$ cat config.mk
export PLATFORM = sky130hd
export DESIGN_NAME = lcm_regs
export DESIGN_NICKNAME = d
export VERILOG_FILES = /design/src/rtl/lcm_pkg.sv /design/src/rtl/lcm_regs.sv /design/src/rtl/lcm_clk_div.sv /design/src/rtl/lcm_lut.sv
export SDC_FILE = /design/constraint.sdc
export NUM_CORES = 1
export LEC_CHECK = 0
export BUFFER_PORTS_ARGS = -buffer_cell sky130_fd_sc_hd__buf_2
export CELL_PAD_IN_SITES_DETAIL_PLACEMENT = 0
export CELL_PAD_IN_SITES_GLOBAL_PLACEMENT = 1
export CORE_AREA = 4 4 253 255
export DETAILED_ROUTE_END_ITERATION = 8
export DIE_AREA = 0 0 257 259
export GPL_TIMING_DRIVEN = 0
export PLACE_DENSITY_LB_ADDON = 0.1
export SLEW_MARGIN = 15
export SYNTH_ARGS = -nofsm -noshare
export SYNTH_HDL_FRONTEND = slang
export SYNTH_HIERARCHICAL = 1
export SYNTH_SLANG_ARGS = --single-unit
$ cat constraint.sdc
create_clock -name pclk -period 5.95 [get_ports pclk]
set_clock_uncertainty 0.1 [all_clocks]
set_input_delay 1.19 -clock pclk [delete_from_list [all_inputs] [get_ports pclk]]
set_output_delay 1.19 -clock pclk [all_outputs]
set_load 0.1 [all_outputs]
$ cat src/rtl/lcm_pkg.sv
`default_nettype none
package lcm_pkg;
   localparam int ADDR_W = 18;
   localparam int GPIO_N = 5;
   localparam logic [4:0] GPIO_ALT_MASK = 5'h0f;
   localparam logic [7:0] RST8 = 8'h00;
   // register indices; byte address is four times the index
   localparam logic [15:0] IX_DISP = 16'hffe1;
   localparam logic [15:0] IX_CLK = 16'hffe2;
   localparam logic [15:0] IX_H_ACT = 16'hffe4;
   localparam logic [15:0] IX_V_ACT_LO = 16'hffe5;
   localparam logic [15:0] IX_V_ACT_HI = 16'hffe6;
   localparam logic [15:0] IX_H_BLK = 16'hffe8;
   localparam logic [15:0] IX_V_BLK = 16'hffea;
   localparam logic [15:0] IX_LUT_PTR = 16'hfff5;
   localparam logic [15:0] IX_BANK = 16'hfff6;
   localparam logic [15:0] IX_LUT_DATA = 16'hfff7;
   localparam logic [15:0] IX_GPIO_DIR = 16'hfff8;
   localparam logic [15:0] IX_GPIO_LVL = 16'hfff9;
   localparam logic [15:0] IX_SCRATCH = 16'hfffa;
   localparam logic [15:0] IX_ROT = 16'hfffb;
   localparam logic [15:0] IX_STRIDE = 16'hfffc;
   localparam logic [15:0] IX_TEST0 = 16'hfffe;
   localparam logic [15:0] IX_TEST1 = 16'hffff;
   // field positions
   localparam int ROT_EN = 7;
   localparam int ROT_ALT = 6;
   localparam int CLK_HALF = 4;
   localparam int MCLK_HALF = 5;
   localparam int CFG_COLOR = 2;
   localparam int CFG_DUAL = 3;
   localparam int CFG_TFT = 4;
   // timing encodings
   localparam int H_UNIT_SH = 3;
   localparam logic [10:0] H_ACT_OFS = 11'h001;
   localparam logic [10:0] H_BLK_OFS = 11'h004;
   localparam logic [10:0] V_ACT_OFS = 11'h001;
   typedef enum logic [1:0] {BPP1, BPP2, BPP4, BPP8} lcm_bpp_t;
   typedef struct packed {
      logic psel;
      logic penable;
      logic pwrite;
      logic [ADDR_W-1:0] paddr;
      logic [31:0] pwdata;
   } lcm_apb_req_t;
   typedef struct packed {
      logic [31:0] prdata;
      logic pready;
      logic pslverr;
   } lcm_apb_rsp_t;
   typedef struct packed {
      logic [GPIO_N-1:0] out;
      logic [GPIO_N-1:0] oe;
   } lcm_gpio_t;
endpackage
`default_nettype wire

$ cat src/rtl/lcm_regs.sv
// Overview of operation
// - input pin level is read back live in the level register bits 4-0
// - output pin drives the written level bit until rewritten
// - alternate panel data function overrides pin direction and level
// - 8-bit scratch register stores and reads back, affecting nothing
// - rotation enable bit 7 selects portrait refresh, else landscape
// - rotation type bit 6 picks default or alternate method when rotated
// - landscape ignores clock select; pixel at base, memory per config bit
// - default rotation: codes 0-3 divide both clocks by 1,2,4,8
// - alternate rotation: pixel /2,/2,/4,/8 and memory /1,/1,/2,/4
// - base clock is the input clock, halved when config bit 4 set
// - rotated refresh advances line address by the stride byte count
// - horizontal active is field plus one times eight pixel clocks
// - horizontal blank is field plus four times eight pixel clocks
// - vertical active is ten-bit split field plus one lines
// - vertical blank is the six-bit field in lines, no offset
// - frame length is line times lines; dual panel doubles line times halved active plus blank
// - gray modes use only green table with two, four, sixteen or (8 bpp) eight entries
// - colour modes bank each table per depth; 8 bpp splits as 8,8,4
// - host table access addresses every entry regardless of banking
// - direction bit zero makes pin input, one makes it output
// - bank select fields choose display bank; no effect at 4 bpp
//
// Decided for this implementation: the APB slave port.
`default_nettype none
module lcm_regs (
   input wire logic pclk,
   input wire logic presetn,
   input wire lcm_pkg::lcm_apb_req_t apb_req,
   output lcm_pkg::lcm_apb_rsp_t apb_rsp,
   input wire logic [4:0] gpio_in,
   output lcm_pkg::lcm_gpio_t gpio,
   input wire logic [3:0] panel_data_upper_bits,
   input wire logic [7:0] pix_value,
   input wire logic line_start,
   input wire logic frame_start,
   input wire logic [15:0] start_addr,
   input wire logic [7:0] landscape_line_bytes,
   output logic [15:0] refresh_addr,
   output logic pix_clk_en,
   output logic mem_clk_en,
   output logic rot_enable,
   output logic rot_alternate,
   output logic [11:0] rgb_out,
   output logic [10:0] h_active_period,
   output logic [10:0] h_blank_period,
   output logic [10:0] v_active_period,
   output logic [5:0] v_blank_period,
   output logic [23:0] frame_pclks
);
   import lcm_pkg::*;

   typedef struct packed {
      logic [4:0] dir;
      logic [4:0] lvl;
      logic [7:0] scratch;
      logic [7:0] rot;
      logic [7:0] stride;
      logic [5:0] lut_ptr;
      logic [5:0] bank;
      logic [7:0] clk_cfg;
      logic [4:0] disp;
      logic [6:0] h_act_f;
      logic [4:0] h_blk_f;
      logic [7:0] v_act_lo;
      logic [1:0] v_act_hi;
      logic [5:0] v_blk_f;
      logic [31:0] prdata;
      logic [15:0] raddr;
      logic [10:0] h_act;
      logic [10:0] h_blk;
      logic [10:0] v_act;
      logic [5:0] v_blk;
      logic [23:0] frame;
   } lcm_st_t;

   lcm_st_t q, d;
   logic [15:0] word;
   logic mapped, test_loc, bad, setup, wr_acc;
   logic [7:0] rd_byte;
   logic [3:0] lut_rdata;
   logic [4:0] lvl_view;
   logic [4:0] alt;
   logic [2:0] base_sh, sel3, pix_sh, mem_sh;
   logic [10:0] line_len, v_tot, v_dual;

   assign word = apb_req.paddr[ADDR_W-1:2];
   assign setup = apb_req.psel & ~apb_req.penable;

   always_comb
   begin
      mapped = 1'b1;
      unique case (word)
         IX_DISP, IX_CLK, IX_H_ACT, IX_V_ACT_LO, IX_V_ACT_HI, IX_H_BLK, IX_V_BLK,
         IX_LUT_PTR, IX_BANK, IX_LUT_DATA, IX_GPIO_DIR, IX_GPIO_LVL, IX_SCRATCH,
         IX_ROT, IX_STRIDE, IX_TEST0, IX_TEST1: mapped = 1'b1;
         default: mapped = 1'b0;
      endcase
   end

   // test locations read as zero; writes to them are refused outright
   assign test_loc = (word == IX_TEST0) | (word == IX_TEST1);
   assign bad = ~mapped | (apb_req.paddr[1:0] != 2'b00) | (test_loc & apb_req.pwrite);
   assign wr_acc = apb_req.psel & apb_req.penable & apb_req.pwrite & ~bad;

   // alternate function owns the upper panel data pins in thin-film mode
   assign alt = q.disp[CFG_TFT] ? GPIO_ALT_MASK : 5'h00;
   assign lvl_view = (q.dir & q.lvl) | (~q.dir & gpio_in);

   always_comb
   begin
      rd_byte = RST8;
      unique case (word)
         IX_DISP: rd_byte = {3'b000, q.disp};
         IX_CLK: rd_byte = q.clk_cfg;
         IX_H_ACT: rd_byte = {1'b0, q.h_act_f};
         IX_V_ACT_LO: rd_byte = q.v_act_lo;
         IX_V_ACT_HI: rd_byte = {6'h00, q.v_act_hi};
         IX_H_BLK: rd_byte = {3'b000, q.h_blk_f};
         IX_V_BLK: rd_byte = {2'b00, q.v_blk_f};
         IX_LUT_PTR: rd_byte = {2'b00, q.lut_ptr};
         IX_BANK: rd_byte = {2'b00, q.bank};
         IX_LUT_DATA: rd_byte = {4'h0, lut_rdata};
         IX_GPIO_DIR: rd_byte = {3'b000, q.dir};
         IX_GPIO_LVL: rd_byte = {3'b000, lvl_view};
         IX_SCRATCH: rd_byte = q.scratch;
         IX_ROT: rd_byte = q.rot;
         IX_STRIDE: rd_byte = q.stride;
         default: rd_byte = RST8;
      endcase
   end

   // clock ratios as power-of-two shifts of the input clock
   always_comb
   begin
      base_sh = {2'b00, q.clk_cfg[CLK_HALF]};
      sel3 = {1'b0, q.rot[1:0]};
      if (!q.rot[ROT_EN])
      begin
         pix_sh = base_sh;
         mem_sh = base_sh + {2'b00, q.clk_cfg[MCLK_HALF]};
      end
      else if (!q.rot[ROT_ALT])
      begin
         pix_sh = base_sh + sel3;
         mem_sh = base_sh + sel3;
      end
      else
      begin
         // memory must run at least twice the pixel rate here
         pix_sh = base_sh + ((sel3 == 3'd0) ? 3'd1 : sel3);
         mem_sh = pix_sh - 3'd1;
      end
   end

   assign line_len = q.h_act + q.h_blk;
   assign v_tot = q.v_act + {5'h00, q.v_blk};
   assign v_dual = {1'b0, q.v_act[10:1]} + {5'h00, q.v_blk};

   always_comb
   begin
      d = q;
      if (setup)
         d.prdata = bad ? 32'h0000_0000 : {24'h00_0000, rd_byte};
      if (wr_acc)
      begin
         unique case (word)
            IX_DISP: d.disp = apb_req.pwdata[4:0];
            IX_CLK: d.clk_cfg = apb_req.pwdata[7:0];
            IX_H_ACT: d.h_act_f = apb_req.pwdata[6:0];
            IX_V_ACT_LO: d.v_act_lo = apb_req.pwdata[7:0];
            IX_V_ACT_HI: d.v_act_hi = apb_req.pwdata[1:0];
            IX_H_BLK: d.h_blk_f = apb_req.pwdata[4:0];
            IX_V_BLK: d.v_blk_f = apb_req.pwdata[5:0];
            IX_LUT_PTR: d.lut_ptr = apb_req.pwdata[5:0];
            IX_BANK: d.bank = apb_req.pwdata[5:0];
            IX_GPIO_DIR: d.dir = apb_req.pwdata[4:0];
            IX_GPIO_LVL: d.lvl = apb_req.pwdata[4:0];
            IX_SCRATCH: d.scratch = apb_req.pwdata[7:0];
            // reserved bits 5-2 are not stored and read as zero
            IX_ROT: d.rot = {apb_req.pwdata[7:6], 4'h0, apb_req.pwdata[1:0]};
            IX_STRIDE: d.stride = apb_req.pwdata[7:0];
            default: d.scratch = q.scratch;
         endcase
      end
      // derived periods follow the fields one edge later, frame length two edges later
      d.h_act = ({4'h0, q.h_act_f} + H_ACT_OFS) << H_UNIT_SH;
      d.h_blk = ({6'h00, q.h_blk_f} + H_BLK_OFS) << H_UNIT_SH;
      d.v_act = {1'b0, q.v_act_hi, q.v_act_lo} + V_ACT_OFS;
      d.v_blk = q.v_blk_f;
      if (q.disp[CFG_DUAL])
         d.frame = 24'(line_len * v_dual) << 1;
      else
         d.frame = {2'b00, 22'(line_len * v_tot)};
      if (frame_start)
         d.raddr = start_addr;
      else if (line_start)
         d.raddr = q.raddr + {8'h00, q.rot[ROT_EN] ? q.stride : landscape_line_bytes};
   end

   always_ff @(posedge pclk or negedge presetn)
   begin
      if (!presetn)
         q <= '0;
      else
         q <= d;
   end

   lcm_clk_div #(
      .CNT_W(4),
      .SH_W(3)
   ) u_div (
      .pclk(pclk),
      .presetn(presetn),
      .pix_sh(pix_sh),
      .mem_sh(mem_sh),
      .pix_en(pix_clk_en),
      .mem_en(mem_clk_en)
   );

   lcm_lut u_lut (
      .pclk(pclk),
      .presetn(presetn),
      .host_we(wr_acc && (word == IX_LUT_DATA)),
      .host_ptr(q.lut_ptr),
      .host_wdata(apb_req.pwdata[3:0]),
      .host_rdata(lut_rdata),
      .bpp(lcm_bpp_t'(q.disp[1:0])),
      .color(q.disp[CFG_COLOR]),
      .bank_sel(q.bank),
      .pix(pix_value),
      .rgb(rgb_out)
   );

   // zero wait states: read data is latched in the setup phase
   assign apb_rsp.prdata = q.prdata;
   assign apb_rsp.pready = 1'b1;
   assign apb_rsp.pslverr = apb_req.psel & apb_req.penable & bad;

   always_comb
   begin
      gpio.out = (alt & {1'b0, panel_data_upper_bits}) | (~alt & q.lvl);
      gpio.oe = alt | q.dir;
   end

   assign rot_enable = q.rot[ROT_EN];
   assign rot_alternate = q.rot[ROT_EN] & q.rot[ROT_ALT];
   assign refresh_addr = q.raddr;
   assign h_active_period = q.h_act;
   assign h_blank_period = q.h_blk;
   assign v_active_period = q.v_act;
   assign v_blank_period = q.v_blk;
   assign frame_pclks = q.frame;

   logic rot_def, rot_alt_m, land;
   assign rot_def = q.rot[ROT_EN] & ~q.rot[ROT_ALT] & ~q.clk_cfg[CLK_HALF];
   assign rot_alt_m = q.rot[ROT_EN] & q.rot[ROT_ALT] & ~q.clk_cfg[CLK_HALF];
   assign land = ~q.rot[ROT_EN];
endmodule
`default_nettype wire

$ cat src/rtl/lcm_clk_div.sv
`default_nettype none
module lcm_clk_div #(
   parameter int CNT_W = 4,
   parameter int SH_W = 3
) (
   input wire logic pclk,
   input wire logic presetn,
   input wire logic [SH_W-1:0] pix_sh,
   input wire logic [SH_W-1:0] mem_sh,
   output logic pix_en,
   output logic mem_en
);
   typedef struct packed {
      logic [CNT_W-1:0] cnt;
      logic pix;
      logic mem;
   } lcm_div_st_t;
   lcm_div_st_t q, d;

   function automatic logic [CNT_W-1:0] sh_mask(input logic [SH_W-1:0] s);
      sh_mask = CNT_W'((1 << s) - 1);
   endfunction

   // one shared counter keeps both strobes phase aligned; a new ratio
   // only changes which counts fire, so no runt strobe is possible
   always_comb
   begin
      d = q;
      d.cnt = q.cnt + 1'b1;
      d.pix = (d.cnt & sh_mask(pix_sh)) == sh_mask(pix_sh);
      d.mem = (d.cnt & sh_mask(mem_sh)) == sh_mask(mem_sh);
   end

   always_ff @(posedge pclk or negedge presetn)
   begin
      if (!presetn)
         q <= '0;
      else
         q <= d;
   end

   assign pix_en = q.pix;
   assign mem_en = q.mem;
endmodule
`default_nettype wire

$ cat src/rtl/lcm_lut.sv
`default_nettype none
module lcm_lut (
   input wire logic pclk,
   input wire logic presetn,
   input wire logic host_we,
   input wire logic [5:0] host_ptr,
   input wire logic [3:0] host_wdata,
   output logic [3:0] host_rdata,
   input wire lcm_pkg::lcm_bpp_t bpp,
   input wire logic color,
   input wire logic [5:0] bank_sel,
   input wire logic [7:0] pix,
   output logic [11:0] rgb
);
   import lcm_pkg::*;
   logic [3:0] mem [48];
   logic [5:0] host_a;
   logic [3:0] r_ix, g_ix, b_ix;

   function automatic logic [3:0] lut_index(input lcm_bpp_t m, input logic [1:0] bank,
                                            input logic [3:0] px, input logic eight);
      unique case (m)
         BPP1: lut_index = {1'b0, bank, px[0]};
         BPP2: lut_index = {bank, px[1:0]};
         BPP4: lut_index = px;
         BPP8: lut_index = eight ? {bank[0], px[2:0]} : {bank, px[1:0]};
      endcase
   endfunction

   // host side sees every entry, whatever banking the display uses
   assign host_a = {(host_ptr[5:4] == 2'b11) ? 2'd2 : ((host_ptr[5:4] == 2'b10) ? 2'd1 : 2'd0),
                    host_ptr[3:0]};
   assign r_ix = lut_index(bpp, bank_sel[5:4], (bpp == BPP8) ? {1'b0, pix[7:5]} : pix[3:0], 1'b1);
   assign g_ix = lut_index(bpp, bank_sel[3:2], (bpp == BPP8) ? {1'b0, pix[4:2]} : pix[3:0], 1'b1);
   assign b_ix = lut_index(bpp, bank_sel[1:0], (bpp == BPP8) ? {2'b00, pix[1:0]} : pix[3:0], 1'b0);

   always_ff @(posedge pclk or negedge presetn)
   begin
      // cleared so display output is known before software loads it
      if (!presetn)
      begin
         for (int i = 0; i < 48; i++)
            mem[i] <= 4'h0;
      end
      else if (host_we)
         mem[host_a] <= host_wdata;
   end

   always_ff @(posedge pclk or negedge presetn)
   begin
      if (!presetn)
      begin
         host_rdata <= '0;
         rgb <= '0;
      end
      else
      begin
         host_rdata <= mem[host_a];
         // gray shades come from the green table alone
         if (color)
            rgb <= {mem[{2'd0, r_ix}], mem[{2'd1, g_ix}], mem[{2'd2, b_ix}]};
         else
            rgb <= {3{mem[{2'd1, g_ix}]}};
      end
   end
endmodule
`default_nettype wire

==> results of run 1 <==
[layout by cell type, fill, tap and decap left out, types with 12 or more instances in the layout]
master	Yosys	routed
ha_4	0	20
nand2b_1	28	28
a211oi_1	19	18
mux4_2	28	28
dfrtp_1	372	370
clkbuf_8	0	13
xor2_1	27	23
inv_1	192	181
o211ai_1	15	15
and2_1	40	39
buf_4	117	174
fa_1	110	102
ha_1	152	128
mux2i_1	84	83
and3_1	16	16
nor2_1	151	145
nand3_1	39	37
o21ai_0	54	48
a22oi_1	99	98
a21oi_2	0	16
clkbuf_16	0	45
nor2b_1	37	37
a21o_1	27	27
mux2_2	306	304
a21oi_1	99	78
buf_2	21	193
nand2_1	160	152
a221oi_1	12	12
nand4_1	23	23
xnor2_1	44	29
conb_1	2	37
clkbuf_1	77	73
[metrics by stage]
stage	power, mW	cells	utilization (%)
5_1_grt	6.174	3744	52.19
2_1_floorplan	2.980	2587	-
4_1_cts	6.036	3721	51.56
3_3_place_gp	3.138	3596	47.14
3_5_place_dp	3.149	3600	47.33
6_report	5.956	3745	52.19
[state kept, by name, summed over array words and instances (netlist names)]
name,flops
u_lut/mem,192
q,75
frame_pclks,20
refresh_addr,16
u_lut/rgb,12
v_active_period,11
apb_rsp,8
h_active_period,8
d,6
h_blank_period,6
v_blank_period,6
u_div/q,4
u_lut/host_rdata,4
base_sh,1
rot_enable,1
u_div/mem_en,1
u_div/pix_en,1
[metal layers]
metal  track usage, %  wire (microns)  vias up
li1                 -               -     9485
met1            34.13           36640    10620
met2            45.42           43940      654
met3            3.092            4548      168
met4            8.592            3109        0
met5                0               0        -
[power groups by stage]
stage / Combinational, mW / Clock (mW) / Sequential, mW
finish: 0.542 / 2.85 / 2.56
floorplan: 0.379 / 0 / 2.60
global placement: 0.531 / 0 / 2.61
detailed placement: 0.543 / 0 / 2.61
CTS: 0.544 / 2.93 / 2.56
global route: 0.579 / 3.03 / 2.56
[area by class of cell]
| class | count | area, sq um | area share (%) |
|---|---|---|---|
| plain buffers | 222 | 1368 | 4.254 |
| diodes | 1 | 2.502 | 0.007783 |
| repair buffers | 243 | 1549 | 4.818 |
| flip-flops and latches | 372 | 9311 | 28.96 |
| multi-input cells | 1796 | 16610 | 51.65 |
| clock inverters | 15 | 216.5 | 0.6733 |
| inverters | 193 | 724.4 | 2.253 |
| clock buffers | 66 | 1325 | 4.121 |
| well taps | 837 | 1047 | 3.257 |
[worst max path at each step]
stage | endpoint | slack [ns] | cells after the start
detailed placement | frame_pclks[19] | -1.42 | 24
global placement | refresh_addr[6] | -3.80 | 1
floorplan | frame_pclks[20] | -0.14 | 24
CTS | frame_pclks[20] | -0.43 | 22
global route | frame_pclks[20] | -0.54 | 24
finish | frame_pclks[20] | -0.36 | 23
[repair_timing]
action | 4_1_cts | 5_1_grt
pin swaps | 76 | 39
hold buffers | 0 | 0
endpoints found under the setup margin | 14 | 11
buffers inserted | 45 | 23
resized for setup | 126 | 49
[critical path, cell delays in order (launching register included)]
cell and delay [ns]:
dfrtp_1 0.43, ha_4 0.19, fa_2 0.33, a21o_1 0.21, a21oi_4 0.16, o21bai_4 0.08
a21oi_4 0.21, nor2_4 0.07, xnor2_4 0.24, buf_4 0.16, nand2b_1 0.12, fa_1 0.45
fa_1 0.59, inv_1 0.06, fa_1 0.51, fa_1 0.48, ha_4 0.31, ha_4 0.20
and2_4 0.16, a22o_1 0.19, a311o_2 0.37, a41oi_2 0.18, mux2_4 0.33, o31ai_2 0.06
[logic make-up after synthesis]
family,share of synthesized area [%]
and+or+nand+nor,10.54
other,0.02796
buffers and inverters,7.699
muxes,18.61
xor gates and xnor gates,2.315
DFF,34.65
AOI/OAI and AO/OA,10.88
adders and majority gates,15.28
==> metrics.cfg, run 1 <==
[pwr]
p_sw_mw=1.563
peakVddDrop_mv=0.1924
p_leak_nw=15.72
pwr-share-seq_pct=43.0
swShare_pct=26.24
p_int_mw=4.393
power.share.clock_pct=47.9
comb_power_share_pct=9.1
power_density_nw_per_um2=185.2

[placed_design]
dp_hpwl_mm=66.81
placed_area_sq_um=29150
dp_slack_ns=-1.416
place.port_buffers=172
globalplace.congestion=0.9742

[timing]
fin_crit_sh_pct=106.0
timing.slew.headroom_pct=25.53
drv_slew=0
finalHoldViolations=0
fmax_mhz=158.5
hold_ws_ns=0.3153
rsz0062_at_grt=yes
worstMarginPinSlew_ns=1.117
min_period_ns=6.308
setup_tns_ns=-1.958
setup_violations=7
fin_ws_ns=-0.3575

[clock_network]
clk_latency_ns=0.59
htreeDepth=2
tritoncts=done
cts_num_sinks=372
cts-buffers-inserted=45
cts-root-buf=clkbuf_16
cts_buffer_depth=3
clkTransAtPathRegs_ns=0.06

[setup_path]
r2r_slack_ns=-0.36
r2r-end=frame_pclks[20]
r2r.worst_path.cells=23
start_kind=register
cp.arrival_ns=6.68
critPathKind=reg2reg
crit_fanout=4
r2r_start=v_blank_period[0]
critPathLaunch=v_blank_period[0]
cp.required_ns=6.33
worst_setup_path_end_kind=register

[yosys]
synth_common_cells=372 x dfrtp_1, 306 x mux2_2, 192 x inv_1, 160 x nand2_1, 152 x ha_1
synth_ff_type=dfrtp_1
syn_inst=2552
syn_area_sq_um=26860
yosys-top-cells-area=dfrtp_1 35%, mux2_2 13%, fa_1 8.2%
yosysTopAreaCell=dfrtp_1
ys_types=78
yosysSeqAreaShare_pct=34.65
synth.avg_cell_area_sq_um=10.53
yosys.area.top_type_share_pct=34.65
synth_edf_count=0
synthArstFlopShare_pct=100.0
synth_seq_cells=372
yosysMostFrequentCell=dfrtp_1
ys_warn_count=6

[routing]
post-route-drc-count=0
drt_iter0_markers=1621
vias=20930
via_per_inst=5.588
wl_per_cell_microns=23.56
ant_nets=0
first_pass_iters=6
wirelength_mm=88.24

[worst_hold_path]
hold_class=reg2reg
holdPathEnd=v_blank_period[3]
hold_start=d[27]
hold_path_depth=0

[grt]
grt_pass1_wl_mm=134.7
antenna_found_initial=0
grt_max_degree=107
grt_pass1_vias=21960
grt_usage_pct=26.11
grt_remaining_overflow=0

[floorplanning]
start_util_pct=43.61
die_h_microns=259
io_pins=237
dieArea_sq_um=66560
core_sq_um=61600
fp-row-count=91
die_x_microns=257

[status]
outcome=finished with violations
violations=setup timing

[final_layout]
area_growth_pct=19.68
drive_gt1_share_pct=33.37
final_cell_area_sq_um=32150
nFillCells=5574
nets=3233

[flow_run]
max_cap_viol_count=0

Note: power is estimated with default switching activity, not from simulation.
==> run 2: changes to the inputs <==
- CORE_AREA: 4 4 253 255 -> 2 2 251 253
- CTS_BUF_LIST: unset -> sky130_fd_sc_hd__clkbuf_16
- DIE_AREA: 0 0 257 259 -> 0 0 253 255
==> run 2 against run 1 <==
Against the previous run:
- the flow still finishes with violations (setup timing)
- sequential share of layout area grew 0.13 points
- via count grew 1.5%
- wire length grew 0.33%
- critical path depth grew 1
- cell area shrank 0.46%
- sequential power is essentially flat
- critical endpoint is now frame_pclks[17]
- largest cell class unchanged
==> metrics.cfg, run 2 (synthesis results as in run 1) <==
[routing]
wl_per_cell_microns=23.88
wirelength_mm=88.53
ant_nets=0
first_pass_iters=5
drt_iter0_markers=1686
post-route-drc-count=0
vias=21240
via_per_inst=5.728

[pwr]
power_mw=5.695
swShare_pct=27.93
pwr-share-seq_pct=45.0
power_density_nw_per_um2=177.9
comb_power_share_pct=9.6
p_int_mw=4.104
p_leak_nw=15.76
p_sw_mw=1.591
peakVddDrop_mv=0.1946
power.share.clock_pct=45.4

[final_layout]
fin_cells=3708
drive_gt1_share_pct=33.29
nFillCells=5719
layout_commonest_cell=dfrtp_1
layout_common_cells=370 x dfrtp_1, 304 x mux2_2, 192 x buf_2
area_growth_pct=19.13
utilization_pct=51.49
nets=3233
final_cell_area_sq_um=32000
top_register=u_lut/mem
largest_register_ffs=192

[grt]
grt_remaining_overflow=0
grt_pass1_wl_mm=130.8
antenna_found_initial=2
grt_usage_pct=27.06
grt_max_degree=104
grt_pass1_vias=21450

[placed_design]
dp_cells=3563
place.port_buffers=172
dp_hpwl_mm=66.75
globalplace.congestion=0.9294
placed_area_sq_um=29150

[status]
outcome=finished with violations
violations=setup timing

[timing]
drv_slew=0
finalHoldViolations=0
min_period_ns=6.343
fin_crit_sh_pct=106.6
fin_ws_ns=-0.3933
hold_ws_ns=0.3144
rsz0062_at_grt=yes
timing.slew.headroom_pct=22.78
fmax_mhz=157.6
worstMarginPinSlew_ns=1.158
setup_violations=10

[floorplanning]
fp-row-count=92
start_util_pct=43.22
die_x_microns=253
core_sq_um=62160
dieArea_sq_um=64520
die_h_microns=255
io_pins=237

[setup_path]
worst_setup_path_end_kind=register
critPathKind=reg2reg
cp.required_ns=6.30
start_kind=register
cp.arrival_ns=6.69
crit_fanout=4

[clock_network]
clk_latency_ns=0.61
cts-root-buf=clkbuf_16
tritoncts=done
cts-buffers-inserted=45
clkTransAtPathRegs_ns=0.06
cts_num_sinks=372
cts_buffer_depth=3
htreeDepth=2

[worst_hold_path]
hold_class=reg2reg

[flow_run]
max_cap_viol_count=0

-- run 2: critical path, cell delays in order (launching register included) --
cell and delay, ns:
dfrtp_1 0.39, ha_2 0.20, buf_6 0.11, a21o_1 0.20, a21oi_4 0.18, o21bai_1 0.11
a21oi_2 0.20, buf_6 0.14, xnor2_4 0.18, buf_8 0.17, buf_4 0.11, nand2_2 0.05
fa_1 0.52, inv_1 0.05, fa_1 0.43, ha_1 0.32, fa_1 0.47, fa_1 0.50
ha_2 0.21, or3_4 0.39, o211a_4 0.29, or3_4 0.40, a21oi_2 0.15, xor2_1 0.23
o21ai_1 0.08
-- run 2: path summary, 6_finish.rpt --
path,cells past startpoint,slack (ns),start,endpoint
min in group asynchronous,1,0.32,presetn,frame_pclks[17]
setup / recovery,24,-0.39,h_blank_period[3],frame_pclks[17]
setup reg to reg,24,-0.39,h_blank_period[3],frame_pclks[17]
max in group asynchronous,3,4.20,presetn,apb_rsp[2]
hold / removal,0,0.31,d[25],v_blank_period[1]
hold reg to reg,0,0.31,d[25],v_blank_period[1]
-- run 2: layer usage --
| layer | vias up | share of wire (%) | track usage (%) |
|---|---|---|---|
| met2 | 687 | 50 | 46.92 |
| met1 | 10870 | 40 | 33.79 |
| met3 | 177 | 5.8 | 4.109 |
| met5 | - | 0.015 | 0 |
| li1 | 9508 | - | - |
| met4 | 2 | 3.9 | 11.21 |
-- run 2: power by group through the flow --
stage	Combinational, mW	Clock (mW)	Sequential [mW]
after global routing	0.581	2.76	2.56
after CTS	0.547	2.65	2.56
after global placement	0.530	0	2.61
final	0.545	2.59	2.56
after floorplan	0.379	0	2.60
after detailed placement	0.546	0	2.61
-- run 2: timing repair --
action                     CTS  global route
gates cloned                 0             0
setup buffers               54            12
hold buffers                 0             0
resized for setup          134            55
setup endpoints to repair   13            11
pin swaps                   64            44
-- run 2: layout make-up --
class / instances / area, sq um / area share [%]
Sequential cell: 372 / 9311 / 29.09
Timing Repair Buffer: 243 / 1568 / 4.899
Antenna cell: 1 / 2.502 / 0.007819
Inverter: 193 / 724.4 / 2.264
Clock inverter: 37 / 241.5 / 0.7545
Multi-Input combinational cell: 1796 / 16660 / 52.06
Tap cell: 799 / 999.7 / 3.124
Buffer: 222 / 1370 / 4.281
Clock buffer: 45 / 1126 / 3.519
-- run 2: per-stage QoR --
step	setup TNS, ns	setup WS [ns]
2_1_floorplan	-0.6001	-0.1435
3_3_place_gp	-1411.56	-3.799
3_5_place_dp	-10.70	-1.197
4_1_cts	-2.347	-0.4053
5_1_grt	-4.429	-0.5699
6_report	-2.310	-0.3933
